<file path="src/dps_defines.vh">
`ifndef DPS_DEFINES_VH
`define DPS_DEFINES_VH
// ==========================================
// Address and instruction layout
`define DPS_ADDR_FIXED    5'h0b
`define DPS_INS_CHAN      7
`define DPS_INS_MIDRST    6
`define DPS_INS_SOFTOFF   5
`define DPS_INS_OUT2      4
`define DPS_INS_OUT1      3
// ==========================================
// Reset values
`define DPS_WIPER_RESET   8'h80
`define DPS_WIPER_MID     8'h80
`endif

</file>
<file path="src/dps_sync.v">
// ==========================================
// Two-stage synchroniser for one pin
module dps_sync (
   input  wire clk,
   input  wire rst,
   input  wire din,
   output reg  dout
);
   reg stage1_q;
   // Reset to idle-high bus level so no false start appears
   always @(posedge clk) begin
      if (rst) begin
         stage1_q <= 1'b1;
         dout     <= 1'b1;
      end else begin
         stage1_q <= din;
         dout     <= stage1_q;
      end
   end
endmodule

</file>
<file path="src/dps_edge.v">
// ==========================================
// Edge finder on an already synchronised line
module dps_edge (
   input  wire clk,
   input  wire rst,
   input  wire lvl,
   output wire rise,
   output wire fall,
   output reg  prev_q
);
   always @(posedge clk) begin
      if (rst) begin
         prev_q <= 1'b1;
      end else begin
         prev_q <= lvl;
      end
   end
   assign rise = lvl & ~prev_q;
   assign fall = ~lvl & prev_q;
endmodule

</file>
<file path="src/dps_serial_ctrl.v">
// Overview of operation
// RULE1: Address is 01011 plus two select pins
// RULE2: Acknowledge only when select bits match pins
// RULE3: Controller opens each transfer with start
// RULE4: Matching address acknowledged on ninth clock
// RULE5: Last address bit high reads, low writes
// RULE6: Instruction top bit picks channel
// RULE7: Second bit moves selected wiper to midscale
// RULE8: Third bit shuts down selected channel
// RULE9: Low shutdown pin has same effect
// RULE10: Next two bits drive logic outputs; rest ignored
// RULE11: Third byte loads selected wiper register
// RULE12: Data changes only while clock low
// RULE13: Read sends byte straight after address
// RULE14: Controller ends transfer with stop
// RULE15: Further write bytes reuse same instruction
// RULE16: Further read bytes repeat wiper value
// RULE17: Read returns channel last selected by write
// RULE18: Logic outputs zero after reset
// RULE19: Instruction-only write keeps wiper registers
// RULE20: New command restores wiper after soft shutdown
// RULE21: Each channel holds an 8-bit code
// RULE22: Wipers preset to midscale at reset
// RULE23: Shutdown keeps stored wiper codes
// RULE24: Midscale reset writes 0x80 into register
`include "dps_defines.vh"
module dps_serial_ctrl #(
   parameter DUAL = 1
) (
   input  wire       clk,
   input  wire       rst,
   input  wire       sclIn,
   input  wire       sdaIn,
   output reg        sdaOut,
   output reg        sdaOe,
   input  wire       addrSel0Pin,
   input  wire       addrSel1Pin,
   input  wire       shutdownNPin,
   output reg  [7:0] wiperChannelOne,
   output reg  [7:0] wiperChannelTwo,
   output reg        shutdownOne,
   output reg        shutdownTwo,
   output reg        logicOutOne,
   output reg        logicOutTwo
);
   // ==========================================
   // States
   localparam [4:0] ST_IDLE = 5'h01;
   localparam [4:0] ST_ADDR = 5'h02;
   localparam [4:0] ST_INS  = 5'h04;
   localparam [4:0] ST_WDAT = 5'h08;
   localparam [4:0] ST_RDAT = 5'h10;

   wire       sclS;
   wire       sdaS;
   wire       sclRise;
   wire       sclFall;
   wire       sdaRise;
   wire       sdaFall;
   wire       sclPrev;
   wire       sdaPrev;
   wire       startEv;
   wire       stopEv;
   reg  [4:0] state_q;
   reg  [3:0] bitCnt_q;
   reg  [7:0] shift_q;
   reg        ackPhase_q;
   reg        readMode_q;
   reg        chanSel_q;
   reg        softOff1_q;
   reg        softOff2_q;
   reg  [7:0] wiper1_q;
   reg  [7:0] wiper2_q;
   reg  [7:0] txByte_q;
   reg        nack_q;
   reg        pinOff_q;
   wire       offSync;

   // ==========================================
   // Pin synchronisers and edge finders
   dps_sync uSyncScl (.clk(clk), .rst(rst), .din(sclIn), .dout(sclS));
   dps_sync uSyncSda (.clk(clk), .rst(rst), .din(sdaIn), .dout(sdaS));
   dps_sync uSyncShd (.clk(clk), .rst(rst), .din(shutdownNPin), .dout(offSync));
   dps_edge uEdgeScl (.clk(clk), .rst(rst), .lvl(sclS), .rise(sclRise), .fall(sclFall), .prev_q(sclPrev));
   dps_edge uEdgeSda (.clk(clk), .rst(rst), .lvl(sdaS), .rise(sdaRise), .fall(sdaFall), .prev_q(sdaPrev));

   // Start and stop need SCL high both before and now
   assign startEv = sdaFall & sclS & sclPrev; // RULE3
   assign stopEv  = sdaRise & sclS & sclPrev; // RULE14

   // Address match: fixed prefix plus the two synchronised select straps
   function addrMatch;
      input [6:0] a;
      input       p1;
      input       p0;
      begin
         addrMatch = (a[6:2] == `DPS_ADDR_FIXED) && (a[1] == p1) && (a[0] == p0);
      end
   endfunction

   // Straps pass two flops; the compare uses their value when the eighth address bit is sampled
   reg sel0_q, sel1_q, sel0s_q, sel1s_q;
   always @(posedge clk) begin
      if (rst) begin
         sel0_q  <= 1'b0;
         sel1_q  <= 1'b0;
         sel0s_q <= 1'b0;
         sel1s_q <= 1'b0;
      end else begin
         sel0_q  <= addrSel0Pin;
         sel1_q  <= addrSel1Pin;
         sel0s_q <= sel0_q;
         sel1s_q <= sel1_q;
      end
   end

   wire [7:0] rxByte   = {shift_q[6:0], sdaS};
   wire       byteDone = sclRise & ~ackPhase_q & (bitCnt_q == 4'h7);
   wire [7:0] selWiper = chanSel_q ? wiper2_q : wiper1_q; // RULE17

   // ==========================================
   // Protocol engine; bits sampled on SCL rise, driven after SCL fall
   always @(posedge clk) begin
      if (rst) begin
         state_q     <= ST_IDLE;
         bitCnt_q    <= 4'h0;
         shift_q     <= 8'h00;
         ackPhase_q  <= 1'b0;
         readMode_q  <= 1'b0;
         chanSel_q   <= 1'b0;
         softOff1_q  <= 1'b0;
         softOff2_q  <= 1'b0;
         wiper1_q    <= `DPS_WIPER_RESET; // RULE22
         wiper2_q    <= `DPS_WIPER_RESET; // RULE22
         txByte_q    <= 8'h00;
         nack_q      <= 1'b0;
         sdaOut      <= 1'b1;
         sdaOe       <= 1'b0;
         logicOutOne <= 1'b0; // RULE18
         logicOutTwo <= 1'b0; // RULE18
      end else if (startEv) begin
         // Repeated start also lands here, keeping instruction state
         state_q    <= ST_ADDR;
         bitCnt_q   <= 4'h0;
         ackPhase_q <= 1'b0;
         sdaOe      <= 1'b0;
      end else if (stopEv) begin
         state_q <= ST_IDLE;
         sdaOe   <= 1'b0;
      end else begin
         case (state_q)
            ST_IDLE: begin
               sdaOe <= 1'b0;
            end
            ST_ADDR, ST_INS, ST_WDAT: begin
               if (byteDone) begin
                  ackPhase_q <= 1'b1;
                  bitCnt_q   <= 4'h0;
                  if (state_q == ST_ADDR) begin
                     if (addrMatch(rxByte[7:1], sel1s_q, sel0s_q)) begin // RULE1 RULE2
                        readMode_q <= rxByte[0]; // RULE5
                     end else begin
                        state_q <= ST_IDLE; // RULE2
                     end
                  end else if (state_q == ST_INS) begin
                     chanSel_q   <= (DUAL != 0) ? rxByte[`DPS_INS_CHAN] : 1'b0; // RULE6
                     logicOutTwo <= rxByte[`DPS_INS_OUT2]; // RULE10 RULE19
                     logicOutOne <= rxByte[`DPS_INS_OUT1]; // RULE10
                     // Any new command lifts both soft shutdowns first
                     softOff1_q <= 1'b0; // RULE20
                     softOff2_q <= 1'b0; // RULE20
                     if (rxByte[`DPS_INS_CHAN] && DUAL != 0) begin
                        softOff2_q <= rxByte[`DPS_INS_SOFTOFF]; // RULE8
                        if (rxByte[`DPS_INS_MIDRST]) begin
                           wiper2_q <= `DPS_WIPER_MID; // RULE7 RULE24
                        end
                     end else begin
                        softOff1_q <= rxByte[`DPS_INS_SOFTOFF]; // RULE8
                        if (rxByte[`DPS_INS_MIDRST]) begin
                           wiper1_q <= `DPS_WIPER_MID; // RULE7 RULE24
                        end
                     end
                  end else begin
                     // Wiper load; soft shutdown keeps the code underneath
                     if (chanSel_q) begin
                        wiper2_q <= rxByte; // RULE11 RULE15 RULE21 RULE23
                     end else begin
                        wiper1_q <= rxByte; // RULE11 RULE15 RULE21
                     end
                  end
               end else if (sclRise && !ackPhase_q) begin
                  shift_q  <= rxByte;
                  bitCnt_q <= bitCnt_q + 4'h1;
               end else if (sclFall && ackPhase_q && !sdaOe && bitCnt_q == 4'h0) begin
                  // Drive acknowledge low for the ninth clock
                  sdaOut   <= 1'b0; // RULE4 RULE12
                  sdaOe    <= 1'b1;
                  bitCnt_q <= 4'h1;
               end else if (sclFall && ackPhase_q && sdaOe) begin
                  ackPhase_q <= 1'b0;
                  bitCnt_q   <= 4'h0;
                  if (state_q == ST_ADDR && readMode_q) begin
                     state_q  <= ST_RDAT; // RULE13
                     txByte_q <= {selWiper[6:0], 1'b0};
                     sdaOut   <= selWiper[7]; // RULE12
                     sdaOe    <= ~selWiper[7];
                  end else begin
                     sdaOe <= 1'b0;
                     if (state_q == ST_ADDR) begin
                        state_q <= ST_INS;
                     end else begin
                        state_q <= ST_WDAT; // RULE15
                     end
                  end
               end
            end
            ST_RDAT: begin
               // Open-drain style: drive only zeros, release for ones
               if (sclRise && ackPhase_q) begin
                  nack_q <= sdaS; // RULE13
               end else if (sclRise) begin
                  bitCnt_q <= bitCnt_q + 4'h1;
               end else if (sclFall && !ackPhase_q && bitCnt_q == 4'h8) begin
                  ackPhase_q <= 1'b1;
                  sdaOe      <= 1'b0;
               end else if (sclFall && !ackPhase_q) begin
                  sdaOut   <= txByte_q[7]; // RULE12
                  sdaOe    <= ~txByte_q[7];
                  txByte_q <= {txByte_q[6:0], 1'b0};
               end else if (sclFall && ackPhase_q) begin
                  ackPhase_q <= 1'b0;
                  bitCnt_q   <= 4'h0;
                  if (nack_q) begin
                     state_q <= ST_IDLE;
                     sdaOe   <= 1'b0;
                  end else begin
                     // Controller acknowledged: repeat the wiper value
                     txByte_q <= {selWiper[6:0], 1'b0}; // RULE16
                     sdaOut   <= selWiper[7];
                     sdaOe    <= ~selWiper[7];
                  end
               end
            end
            default: begin
               state_q <= ST_IDLE;
               sdaOe   <= 1'b0;
            end
         endcase
      end
   end

   // ==========================================
   // Applied outputs; the register code is never lost in shutdown
   always @(posedge clk) begin
      if (rst) begin
         pinOff_q        <= 1'b0;
         shutdownOne     <= 1'b0;
         shutdownTwo     <= 1'b0;
         wiperChannelOne <= `DPS_WIPER_RESET;
         wiperChannelTwo <= `DPS_WIPER_RESET;
      end else begin
         pinOff_q        <= ~offSync; // RULE9
         shutdownOne     <= softOff1_q | pinOff_q; // RULE8 RULE9
         shutdownTwo     <= softOff2_q | pinOff_q; // RULE9
         wiperChannelOne <= wiper1_q; // RULE23
         wiperChannelTwo <= wiper2_q; // RULE23
      end
   end
endmodule

</file>
<file path="config.mk">
export PLATFORM = sky130hd
export DESIGN_NAME = dps_serial_ctrl
export DESIGN_NICKNAME = d
export VERILOG_FILES = /design/src/dps_sync.v /design/src/dps_edge.v /design/src/dps_serial_ctrl.v
export VERILOG_INCLUDE_DIRS = /design/src
export SDC_FILE = /design/constraint.sdc
export NUM_CORES = 1
export LEC_CHECK = 0
export BUFFER_PORTS_ARGS = -buffer_cell sky130_fd_sc_hd__buf_2
export CAP_MARGIN = 20
export CORE_UTILIZATION = 65
export CTS_BUF_LIST = sky130_fd_sc_hd__clkbuf_8
export DETAILED_ROUTE_END_ITERATION = 10
export GPL_ROUTABILITY_DRIVEN = 0
export GPL_TIMING_DRIVEN = 1
export PLACE_DENSITY = 0.95
export SLEW_MARGIN = 20
export SYNTH_ARGS = -nofsm -noshare
export SYNTH_HDL_FRONTEND = slang
export SYNTH_SLANG_ARGS = --single-unit
</file>
<file path="constraint.sdc">
create_clock -name clk -period 5.7 [get_ports clk]
set_clock_uncertainty 0.2 [all_clocks]
set_input_delay 0.285 -clock clk [delete_from_list [all_inputs] [get_ports clk]]
set_output_delay 0.285 -clock clk [all_outputs]
set_load 0.01 [all_outputs]
</file>
Word-level counts from Yosys, hierarchy flattened
Cells that the tools add are included.
Word-level totals
  register bits after elaboration: 81
  bits of input ports: 7
  output and inout bits: 22
  logic and storage cells: 228
Cells by class
  $add $sub $neg: 1
  equal/unequal tests: 53
  mux-type cells: 83
  bitwise operators: 25
  reductions and logical operators: 32
Operator list (count)
  8-bit 2-to-1 mux: 19
  5-bit 2-to-1 mux: 13
  3-bit != test (second input constant): 15
  4-bit 2-to-1 mux: 10
  12-bit AND reduction: 3
  1-bit 2-to-1 mux: 33
  5-bit != test (second input constant): 6
  2-bit != test (second input constant): 14
  4-bit != test (second input constant): 7
  6-bit AND reduction: 3
  8-bit case mux with 2 select lines: 1
  8-bit AND reduction: 2
  5-bit case mux with 3 select lines: 1
  1-bit inverter: 13
  13-bit AND reduction: 1
  1-bit logical AND: 11
  1-bit bitwise AND: 10
  5-bit by 4-bit equality test with 1-bit output (second input constant): 2
  9-bit AND reduction: 1
  4-bit case mux with 2 select lines: 1
  7-bit AND reduction: 1
  1-bit case mux with 2 select lines: 3
  3-bit OR reduction: 2
  5-bit by 1-bit equality test with 1-bit output (second input constant): 1
  other kinds (16): 21

Depth between registers and ports, before layout
Gate-level depths: netlist (run 1).
  word-level depth: 11
  gate-level depth with buffers: 8
  gate-level depth less buffers: 8

By module
Synthesis (run 1) repeated with hierarchy kept, for this count alone.
Unflattened totals
  cells, all modules: 403
  area, all modules: 3762.4 sq um
By module, submodules not included
  dps_serial_ctrl: times used 1, cells each 383, area an instance 3524.6 sq um, seq. area each 1441.4 sq um
  dps_sync: times used 3, cells each 4, area an instance 52.6 sq um, seq. area each 40.0 sq um
  dps_edge: times used 2, cells each 4, area an instance 40.0 sq um, seq. area each 20.0 sq um

Least setup slack after synthesis (run 1)
No wires, ideal clock.
  path type: reg2reg
  start: reg bitCnt_q[0]
  end: reg softOff1_q
  library setup time: 0.070 ns
  data arrival time: 2.000 ns
  required time: 5.430 ns
  slack: 3.430 ns
  stages on the path, launching flop included: 8
  path buffers: 1
  period minus slack after synthesis: 2.270 ns
  cells stage by stage: dfxtp_1 -> ha_1 -> and3b_1 -> nand2_2 -> or4_4 -> buf_6 -> or3b_1 -> a21oi_1
Between the ends
  cells in the longest elaborated chain, start to end: 3
RTL lines
  start: declaration: line dps_serial_ctrl.v:65  | reg [3:0] bitCnt_q;
  start signal: assignment: line dps_serial_ctrl.v:193  | bitCnt_q <= bitCnt_q + 4'h1;
  start signal: assignment: line dps_serial_ctrl.v:222  | bitCnt_q <= bitCnt_q + 4'h1;
  4-bit by 3-bit equality test with 1-bit output: line dps_serial_ctrl.v:118  | wire byteDone = sclRise & ~ackPhase_q & (bitCnt_q == 4'h7);
  1-bit bitwise AND: line dps_serial_ctrl.v:118
  6-bit AND reduction (no line)
  end signal: assignment: line dps_serial_ctrl.v:178  | softOff1_q <= rxByte[`DPS_INS_SOFTOFF];
  end: declaration: line dps_serial_ctrl.v:70  | reg softOff1_q;
Every way passes these cells.
A chain may end at the register's enable or synchronous reset.

Worst setup path after layout (run 1)
  start: reg state_q[0]
  end: reg wiper2_q[1]
Between the ends
  cells in the longest elaborated chain, start to end: 3
  elaborated cells between the ends (all ways): 10
  those cells by class: 5 x eq/ne; 1 x mux; 1 x bitwise; 3 x reduce/logical
RTL lines
  start: declaration: line dps_serial_ctrl.v:64  | reg [4:0] state_q;
  start signal: assignment: line dps_serial_ctrl.v:125  | state_q <= ST_IDLE;
  start signal: assignment: line dps_serial_ctrl.v:143  | state_q <= ST_ADDR;
  start signal: assignment: line dps_serial_ctrl.v:148  | state_q <= ST_IDLE;
  5-bit by 3-bit equality test with 1-bit output (tied with other cells): line dps_serial_ctrl.v:151, dps_serial_ctrl.v:165
  2-bit != test (no line) (tied with other cells)
  8-bit AND reduction (no line)
  end signal: assignment: line dps_serial_ctrl.v:134  | wiper2_q <= `DPS_WIPER_RESET;
  end signal: assignment: line dps_serial_ctrl.v:175  | wiper2_q <= `DPS_WIPER_MID;
  end signal: assignment: line dps_serial_ctrl.v:186  | wiper2_q <= rxByte;
  end: declaration: line dps_serial_ctrl.v:73  | reg [7:0] wiper2_q;
Several ways; a longest one is shown, not always the timed one.

==> run_results.csv, run 1 <==
group,metric,value,unit
synth,synthMuxAreaShare,11.7,%
routing,via_per_inst,5.85,
pwr,p_sw_share,21.2,%
final_layout,fillers,334,
synth,synth_top_area_cell,"dfxtp_1",
floorplan,fp-row-count,26,
routing,route.met3.wl,450,µm
routing,vias,2822,
synth,synth_compound_area_share,11.4,%
global_route,grt_max_degree,74,
synth,ys_warn_count,0,
pwr,vdd_drop_max,0.226,mV
placed_design,place_inst,461,
clocking,root_buffer,"clkbuf_8",
global_route,grt_pass1_wl,12.5,mm
pwr,internal_power,0.000860,W
clocking,clock-sinks,80,
pwr,power.switching,0.000232,W
clocking,numCtsBuffers,9,
final_layout,drive_gt1_share,17.5,%
worst_setup_path,crit_type,"reg2reg",
floorplan,initial_utilization,67.9,%
floorplan,dieArea,0.00563,mm²
synth,synthSimpleGateAreaFrac,26.2,%
routing,wl_met2,3.94,mm
routing,drtPass1Iterations,6,
floorplan,die_y,75.0,µm
floorplan,io_pins,29,
worst_setup_path,path_max_fanout,13,
job,maxCapViolCount,0,
global_route,grt_pass1_vias,2670,
placed_design,place_hpwl,5.04,mm
clocking,htreeDepth,3,
placed_design,port_buffers,28,
routing,routedWlPerCell,16.6,µm
global_route,grt_overflow,0,
timing,period_needed,2680,ps
floorplan,die_w,75.0,µm
synth,ys_seq_area_share,46.2,%
routing,met1Wirelength,3.30,mm
timing,rsz0062_at_grt,"no",
synth,yosysMostFrequentCell,"dfxtp_1",
pwr,p_comb_share,3.1,%
synth,yosys-top-cells-area,"dfxtp_1 (46%), mux2i_1 (11%), nor2_1 (6.3%)",
worst_setup_path,max_stage_delay,480,ps
floorplan,core-area,0.00511,mm²
final_layout,multi_input_area,0.00177,mm²
final_layout,nNetsFinal,416,
timing,finalCritPeriodShare,47.0,%
worst_setup_path,crit_path_start_kind,"register",
synth,synth.distinct_cells,57,
pwr,leakage,1.63,nW
worst_setup_path,cp_slowest_cell,"o21ai_2",
timing,drv_slew,0,
synth,synth-seq-cells,80,
routing,drt_iter0_markers,298,
routing,ant_nets,0,
final_layout,final_cells,482,
worst_hold_path,hold_class,"reg2reg",
global_route,antenna_found_initial,0,
final_layout,area_growth_syn_to_layout,12.9,%
synth,synth_nets,388,
synth,synth_top_family_by_area,"simple AND/OR/NAND/NOR gates",
clocking,post_cts_buffers,0,
routing,top_layer,"met4",
timing,max_freq,373,MHz
worst_setup_path,worstPathArrival,2700,ps
synth,synth_area_per_cell,9.14,µm²
pwr,sequentialPowerShare,51.9,%
synth,synth_common_cells,"dfxtp_1 (80), nor2_1 (58), mux2i_1 (37)",
final_layout,regArea,0.00160,mm²
routing,drc,0,
synth,synth_area,0.00347,mm²
worst_setup_path,cp.required,5720,ps
timing,relSlewSlack,44.3,%
clocking,insertion_delay,350,ps
clocking,clockBufferDepth,2,
final_layout,antenna_cells,0,
timing,worstMarginPinSlew,831,ps
synth,yosysTopAreaCellShare,46.2,%
synth,netlist_instances,379,
worst_setup_path,endpoint_kind,"register",
worst_setup_path,worst_path_most_repeated_cell,"nor2_1",
synth,async_flop_share,0,%
pwr,power.share.clock,45.0,%
timing,setup_viol_count_final,0,
routing,totalWireLength,8.00,mm
synth,ys.flop_type,"dfxtp_1",
global_route,grt_use_total,30.4,%
pwr,power_density,279,mW/mm²
synth,synthXorXnorAreaFrac,1.01,%
synth,synth_edf_count,0,
clocking,tritoncts,"done",
clocking,path_clk_slew,80,ps
timing,hold_viol,0,
outcome,status,"completed",
worst_setup_path,crit_chain,"nor2_1 > nand4_1 > and2_1 > o21ai_2 > mux2i_1 > nor2_1",
timing,tns,0,ps
synth,synthAdderAreaFrac,0.722,%
-- stage by stage --
stage                     hold WS (ps)  power, W  setup slack, ps  utilization, %  instance area (µm²)
after floorplan                    163  0.000603             3430               -                 3470
after global placement             168  0.000609             3290            71.0                 3620
after detailed placement           180  0.000610             3150            71.0                 3620
after CTS                          194   0.00109             3010            76.6                 3910
after global routing               218   0.00112             2790            76.6                 3910
final                              190   0.00109             3020            76.6                 3910
-- power groups by stage --
stage	logic, W	clock network [W]	registers, W
2_1_floorplan	0.0000247	0	0.000578
6_report	0.0000337	0.000491	0.000567
5_1_grt	0.0000367	0.000514	0.000568
3_5_place_dp	0.0000302	0	0.000580
3_3_place_gp	0.0000296	0	0.000580
4_1_cts	0.0000332	0.000494	0.000567
-- routing by layer --
metal | global-route usage [%] | vias to the layer above
met1 | 35.8 | 1322
li1 | - | 1370
met3 | 6.29 | 32
met2 | 52.2 | 98
met4 | 16.1 | 0
met5 | 0 | -
-- kinds of logic after synthesis --
logic type | Yosys count
AO/OA/AOI/OAI | 62
XOR/XNOR | 4
adder cells (fa/ha/maj) | 2
buffers and inverters | 23
flip-flops | 80
multiplexers | 40
AND/OR/NAND/NOR | 168
-- placed cells by master (no fill, tap or decap), types with 3 or more instances in the layout --
cell           netlist  final
a211o_1              3      3
a21oi_1             24     24
and2_1              12     12
buf_2                1     28
clkbuf_8             0     12
dfxtp_1             80     80
dlygate4sd3_1        0      5
inv_1                6      6
mux2_2               3      3
mux2i_1             37     37
nand2_1             14     14
nand3_1             17     17
nand4_1              3      3
nor2_1              58     58
nor2b_1             25     25
nor3_1               4      4
o21ai_0             15     15
or2_2               12     12
xnor2_1              4      4
-- what timing repair did --
action	4_1_cts	5_1_grt
resized for setup	0	0
hold buffers	5	0
endpoints found under the hold margin	5	0
-- sequential cells by signal, indices dropped and copies added (netlist names), 4 cells and up --
| signal | flops |
|---|---|
| bitCnt_q | 4 |
| shift_q | 7 |
| state_q | 5 |
| txByte_q | 7 |
| wiper1_q | 8 |
| wiper2_q | 8 |
| wiperChannelOne | 8 |
| wiperChannelTwo | 8 |
-- worst paths after layout --
kind	from	endpoint	slack, ps	cells after the start
setup / recovery	state_q[0]	wiper2_q[1]	3020	6
hold / removal	uSyncShd.dout	pinOff_q	190	1
setup reg to reg	state_q[0]	wiper2_q[1]	3020	6
hold reg to reg	uSyncShd.dout	pinOff_q	190	1
-- final cells by class --
| cell class | count | share of cell area [%] |
|---|---|---|
| inverters | 6 | 0.575 |
| clock buffers | 12 | 4.22 |
| repair buffers | 34 | 5.05 |
| clock inverters | 4 | 1.89 |
| flip-flops and latches | 80 | 40.9 |
| well taps | 70 | 2.24 |
| multi-input cells | 276 | 45.1 |
-- worst max-delay path, delay by kind of cell, from the launching register on --
family | cells | cell delay [ps]
AOI/OAI and AO/OA | 1 | 480
and+or+nand+nor | 4 | 1230
muxes | 1 | 280
DFF | 1 | 360
(Power assumes the default switching activity.)
==> run 2: changes to the inputs <==
--- a/config.mk
+++ b/config.mk
@@ -8,12 +8,12 @@
 export LEC_CHECK = 0
 export BUFFER_PORTS_ARGS = -buffer_cell sky130_fd_sc_hd__buf_2
 export CAP_MARGIN = 20
-export CORE_UTILIZATION = 65
+export CORE_UTILIZATION = 61
 export CTS_BUF_LIST = sky130_fd_sc_hd__clkbuf_8
 export DETAILED_ROUTE_END_ITERATION = 10
 export GPL_ROUTABILITY_DRIVEN = 0
 export GPL_TIMING_DRIVEN = 1
-export PLACE_DENSITY = 0.95
+export PLACE_DENSITY = 0.9
 export SLEW_MARGIN = 20
 export SYNTH_ARGS = -nofsm -noshare
 export SYNTH_HDL_FRONTEND = slang
==> constraint.sdc (replaced) <==
create_clock -name clk -period 2.6 [get_ports clk]
set_clock_uncertainty 0.2 [all_clocks]
set_input_delay 0.13 -clock clk [delete_from_list [all_inputs] [get_ports clk]]
set_output_delay 0.13 -clock clk [all_outputs]
set_load 0.01 [all_outputs]
==> run_results.csv, run 2 (same netlist as run 1, synthesis figures left out) <==
group,metric,value,unit
floorplan,io_pins,29,
routing,drt_iter0_markers,251,
final_layout,drive_gt1_share,19.0,%
final_layout,antenna_cells,0,
outcome,status,"completed",
clocking,path_clk_slew,80,ps
final_layout,finish.utilization,71.3,%
worst_setup_path,endpoint_kind,"register",
placed_design,place_hpwl,4.98,mm
final_layout,layout_common_cells,"dfxtp_1 (80), nor2_1 (58), mux2i_1 (37)",
final_layout,final_cells,492,
clocking,clockBufferDepth,2,
worst_setup_path,crit_type,"reg2reg",
timing,period_needed,2500,ps
floorplan,fp-row-count,27,
worst_setup_path,path_max_fanout,10,
floorplan,initial_utilization,62.9,%
placed_design,place_inst,471,
global_route,antenna_found_initial,0,
clocking,tritoncts,"done",
timing,worstMarginPinSlew,574,ps
worst_hold_path,hold_class,"in2reg",
floorplan,die_y,77.4,µm
placed_design,port_buffers,28,
job,maxCapViolCount,0,
pwr,power_density,552,mW/mm²
global_route,grt_pass1_wl,12.4,mm
routing,ant_nets,0,
global_route,grt_pass1_vias,2656,
clocking,root_buffer,"clkbuf_8",
routing,via_per_inst,5.72,
clocking,clock-sinks,80,
timing,drv_slew,0,
floorplan,die_w,77.4,µm
pwr,power,0.00217,W
floorplan,dieArea,0.00599,mm²
routing,vias,2814,
clocking,insertion_delay,360,ps
timing,max_freq,399,MHz
timing,relSlewSlack,61.6,%
worst_setup_path,worstPathArrival,2600,ps
pwr,vdd_drop_max,0.614,mV
floorplan,core-area,0.00551,mm²
worst_setup_path,cp.required,2690,ps
routing,routedWlPerCell,14.9,µm
timing,setup_viol_count_final,0,
routing,drc,0,
timing,hold_viol,0,
clocking,htreeDepth,3,
global_route,grt_use_total,26.8,%
final_layout,area_growth_syn_to_layout,13.2,%
clocking,post_cts_buffers,0,
pwr,leakage,1.64,nW
global_route,grt_max_degree,40,
routing,totalWireLength,7.32,mm
timing,finalCritPeriodShare,96.3,%
final_layout,nNetsFinal,424,
routing,drtPass1Iterations,4,
worst_setup_path,crit_path_start_kind,"register",
global_route,grt_overflow,0,
clocking,numCtsBuffers,9,
final_layout,final_common_cell,"dfxtp_1",
## run 2: changes by cell type in the layout (fill, tap and decap cells not counted), sizes merged
cell	previous run	this run
clkinv	1	2
bufinv	2	0
buf	29	37
clkinvlp	0	1
clkbuf	12	11
inv	7	8
## run 2: path summary, 6_finish.rpt
path / from / slack (ps) / to / depth (start not counted)
worst max-delay path: state_q[0] / 100 / softOff1_q / 5
worst min-delay path: rst / 50 / wiper2_q[2] / 2
worst max register to register: state_q[0] / 100 / softOff1_q / 5
worst min register to register: uSyncShd.dout / 180 / pinOff_q / 1
## run 2: final cells by class
class,instances,area [µm²]
repair buffers,42,258
multi-input cells,276,1770
flip-flops and latches,80,1600
fillers,383,1580
clock inverters,5,30.0
well taps,72,90.1
clock buffers,11,151
inverters,6,22.5
## run 2: repair_timing
action / CTS / global route
endpoints found under the setup margin: 0 / 1
hold buffers: 5 / 0
endpoints found under the hold margin: 5 / 0
gates resized for setup: 0 / 1
## run 2: per-layer routing
| metal | wire [µm] | GRT usage (%) |
|---|---|---|
| met5 | 0 | 0 |
| met4 | 179 | 13.4 |
| met3 | 333 | 5.76 |
| met2 | 3620 | 43.3 |
| met1 | 3190 | 33.8 |
## run 2: critical path, cell delays in order, from the launching register on
cell and delay, ps:
dfxtp_1 360, nor2_1 320, nand4_1 400, or4_4 600, or3b_1 410, a21oi_1 140
## run 2: report_power, final
group / total, W / switching (W) / internal [W]
Sequential: 0.00124 / 0.00000760 / 0.00123
Combinational: 0.0000748 / 0.0000445 / 0.0000303
Clock: 0.000849 / 0.000453 / 0.000396
## run 2: through the flow
step	hold slack, ps	area (µm²)	worst slack [ps]	TNS [ps]
6_report	50.3	3920	95.9	0
5_1_grt	83.3	3920	-0.277	-0.277
4_1_cts	41.9	3920	142	0
3_5_place_dp	115	3690	201	0
3_3_place_gp	113	3690	255	0
2_1_floorplan	33.8	3470	330	0
==> run 3: changes to the inputs <==
--- a/config.mk
+++ b/config.mk
@@ -6,14 +6,15 @@
 export SDC_FILE = /design/constraint.sdc
 export NUM_CORES = 1
 export LEC_CHECK = 0
+export ABC_AREA = 1
 export BUFFER_PORTS_ARGS = -buffer_cell sky130_fd_sc_hd__buf_2
 export CAP_MARGIN = 20
-export CORE_UTILIZATION = 61
+export CORE_UTILIZATION = 62
 export CTS_BUF_LIST = sky130_fd_sc_hd__clkbuf_8
 export DETAILED_ROUTE_END_ITERATION = 10
 export GPL_ROUTABILITY_DRIVEN = 0
 export GPL_TIMING_DRIVEN = 1
-export PLACE_DENSITY = 0.9
+export PLACE_DENSITY = 0.91
 export SLEW_MARGIN = 20
 export SYNTH_ARGS = -nofsm -noshare
 export SYNTH_HDL_FRONTEND = slang
==> run_results.csv, run 3 <==
group,metric,value,unit
outcome,status,"completed",
pwr,vdd_drop_max,0.501,mV
routing,drc,0,
final_layout,area_growth_syn_to_layout,10.7,%
global_route,grt_max_degree,39,
worst_hold_path,hold_class,"in2reg",
routing,drtPass1Iterations,5,
pwr,leakage,1.86,nW
timing,relSlewSlack,38.3,%
synth,yosysTopAreaCellShare,43.9,%
synth,ys_seq_area_share,43.9,%
global_route,grt_pass1_vias,2975,
placed_design,port_buffers,28,
placed_design,pre_cts_ws,482,ps
global_route,use_met1,34.3,%
final_layout,fillers,427,
timing,rsz0062_at_grt,"no",
timing,hold_slack,77.0,ps
synth,synth_area,0.00365,mm²
routing,routedWlPerCell,13.1,µm
routing,drt_iter0_markers,372,
clocking,root_buffer,"clkbuf_8",
timing,setup_viol_count_final,0,
global_route,grt.met2_usage,44.6,%
clocking,clock-sinks,80,
clocking,cts_resized,0,
synth,netlist_instances,505,
clocking,clockBufferDepth,2,
final_layout,finish.instance_area,0.00404,mm²
routing,totalWireLength,7.99,mm
worst_setup_path,endpoint_kind,"register",
routing,vias,3308,
floorplan,core-area,0.00557,mm²
synth,synth_edf_count,0,
placed_design,place_hpwl,5.62,mm
clocking,htreeDepth,3,
floorplan,fp-row-count,27,
synth,synth_nets,514,
pwr,power_density,695,mW/mm²
global_route,gr-usage-met3,4.94,%
worst_setup_path,crit_type,"reg2reg",
synth,ys.flop_type,"dfxtp_1",
clocking,ctsHoldBuffers,5,
clocking,path_clk_slew,90,ps
final_layout,finish.utilization,72.5,%
floorplan,initial_utilization,65.5,%
routing,ant_nets,0,
floorplan,io_pins,29,
clocking,numCtsBuffers,9,
synth,synth_area_per_cell,7.22,µm²
timing,finalCritPeriodShare,83.8,%
final_layout,antenna_cells,0,
global_route,grt_use_total,27.9,%
synth,synth-seq-cells,80,
timing,hold_viol,0,
floorplan,dieArea,0.00620,mm²
routing,via_per_inst,5.41,
clocking,post_cts_buffers,0,
timing,worstMarginPinSlew,924,ps
worst_setup_path,worstPathArrival,2220,ps
synth,synth.distinct_cells,37,
synth,synth_top_area_cell,"dfxtp_1",
global_route,busiest_layer,"met2",
synth,yosysMostFrequentCell,"nand2_1",
synth,yosys-top-cells-area,"dfxtp_1 (44%), nand2_1 (9.3%), nor2_1 (8.5%)",
timing,period_needed,2180,ps
placed_design,dpl_cell_area,0.00380,mm²
timing,tns,0,ps
synth,ys_warn_count,0,
final_layout,final_common_cell,"nand2_1",
worst_setup_path,path_max_fanout,16,
timing,max_freq,459,MHz
timing,drv_slew,0,
floorplan,die_y,78.7,µm
floorplan,die_w,78.7,µm
clocking,tritoncts,"done",
final_layout,nNetsFinal,544,
global_route,grt_overflow,0,
global_route,grt_pass1_wl,13.3,mm
synth,async_flop_share,0,%
worst_setup_path,crit_path_start_kind,"register",
synth,synth_common_cells,"nand2_1 (90), nor2_1 (83), dfxtp_1 (80)",
clocking,insertion_delay,360,ps
worst_setup_path,cp.required,2640,ps
timing,finalWorstSetupSlack,422,ps
final_layout,drive_gt1_share,16.7,%
job,maxCapViolCount,0,
global_route,antenna_found_initial,0,
final_layout,layout_common_cells,"nand2_1 (90), nor2_1 (83), dfxtp_1 (80)",
==> run 3: cell count changes in the layout (fill, tap and decap cells not counted), moves of 9 or more <==
cell	delta
buf_4	-9
mux2i_1	-37
nor2b_1	-25
o21ai_0	+13
nor2_1	+25
nand2_1	+76
a21oi_1	+15
inv_1	+63
and2_1	-11
o21ai_1	+9
nand4_1	+12
==> run 3: worst max-delay path, cell delays in order, from the launching register on <==
cell and delay, ps:
dfxtp_1 380, ha_1 200, nand3_1 160, nor2_2 320, inv_2 130, nor2_2 160
nand2_2 190, o21ai_0 260, a21oi_1 60
==> run 3: layer usage <==
layer  share of wire, %  up-vias
met2                 48      139
met3                5.6       25
met4                3.3        0
met5                  0        -
met1                 43     1485
li1                   -     1659
==> run 3: worst paths after layout <==
path | start | to | slack [ps] | cells past startpoint
max | bitCnt_q[0] | wiper2_q[0] | 420 | 8
max reg2reg | bitCnt_q[0] | wiper2_q[0] | 420 | 8
min reg2reg | uSyncShd.dout | pinOff_q | 180 | 1
min | rst | pinOff_q | 80 | 2
==> run 3: stage by stage <==
step | instances | total power, W
global placement | 591 | 0.00192
global route | 612 | 0.00296
finish | 612 | 0.00281
CTS | 612 | 0.00281
floorplan | 505 | 0.00184
detailed placement | 591 | 0.00195
==> run 3: area by class of cell <==
class / instances / area [µm²] / area share, %
clock buffer: 10 / 138 / 3.41
clock inverter: 6 / 50.0 / 1.24
inverter: 80 / 302 / 7.47
multi-input combinational: 331 / 1670 / 41.3
sequential: 80 / 1600 / 39.7
tap: 72 / 90.1 / 2.23
timing repair buffer: 33 / 190 / 4.71
==> run 3: power breakdown <==
group          internal [W]  switching, W  total, W
registers           0.00131     0.0000692   0.00138
logic              0.000192      0.000364  0.000556
clock network      0.000386      0.000491  0.000877
total               0.00188      0.000924   0.00281
==> run 3: cells by family after synthesis <==
family | count (synthesis) | synth area share (%)
AO/OA/AOI/OAI | 82 | 12.1
buffers and inverters | 94 | 10.4
XOR/XNOR | 2 | 0.480
flip-flops | 80 | 43.9
adder cells (fa/ha/maj) | 2 | 0.686
AND/OR/NAND/NOR | 245 | 32.5
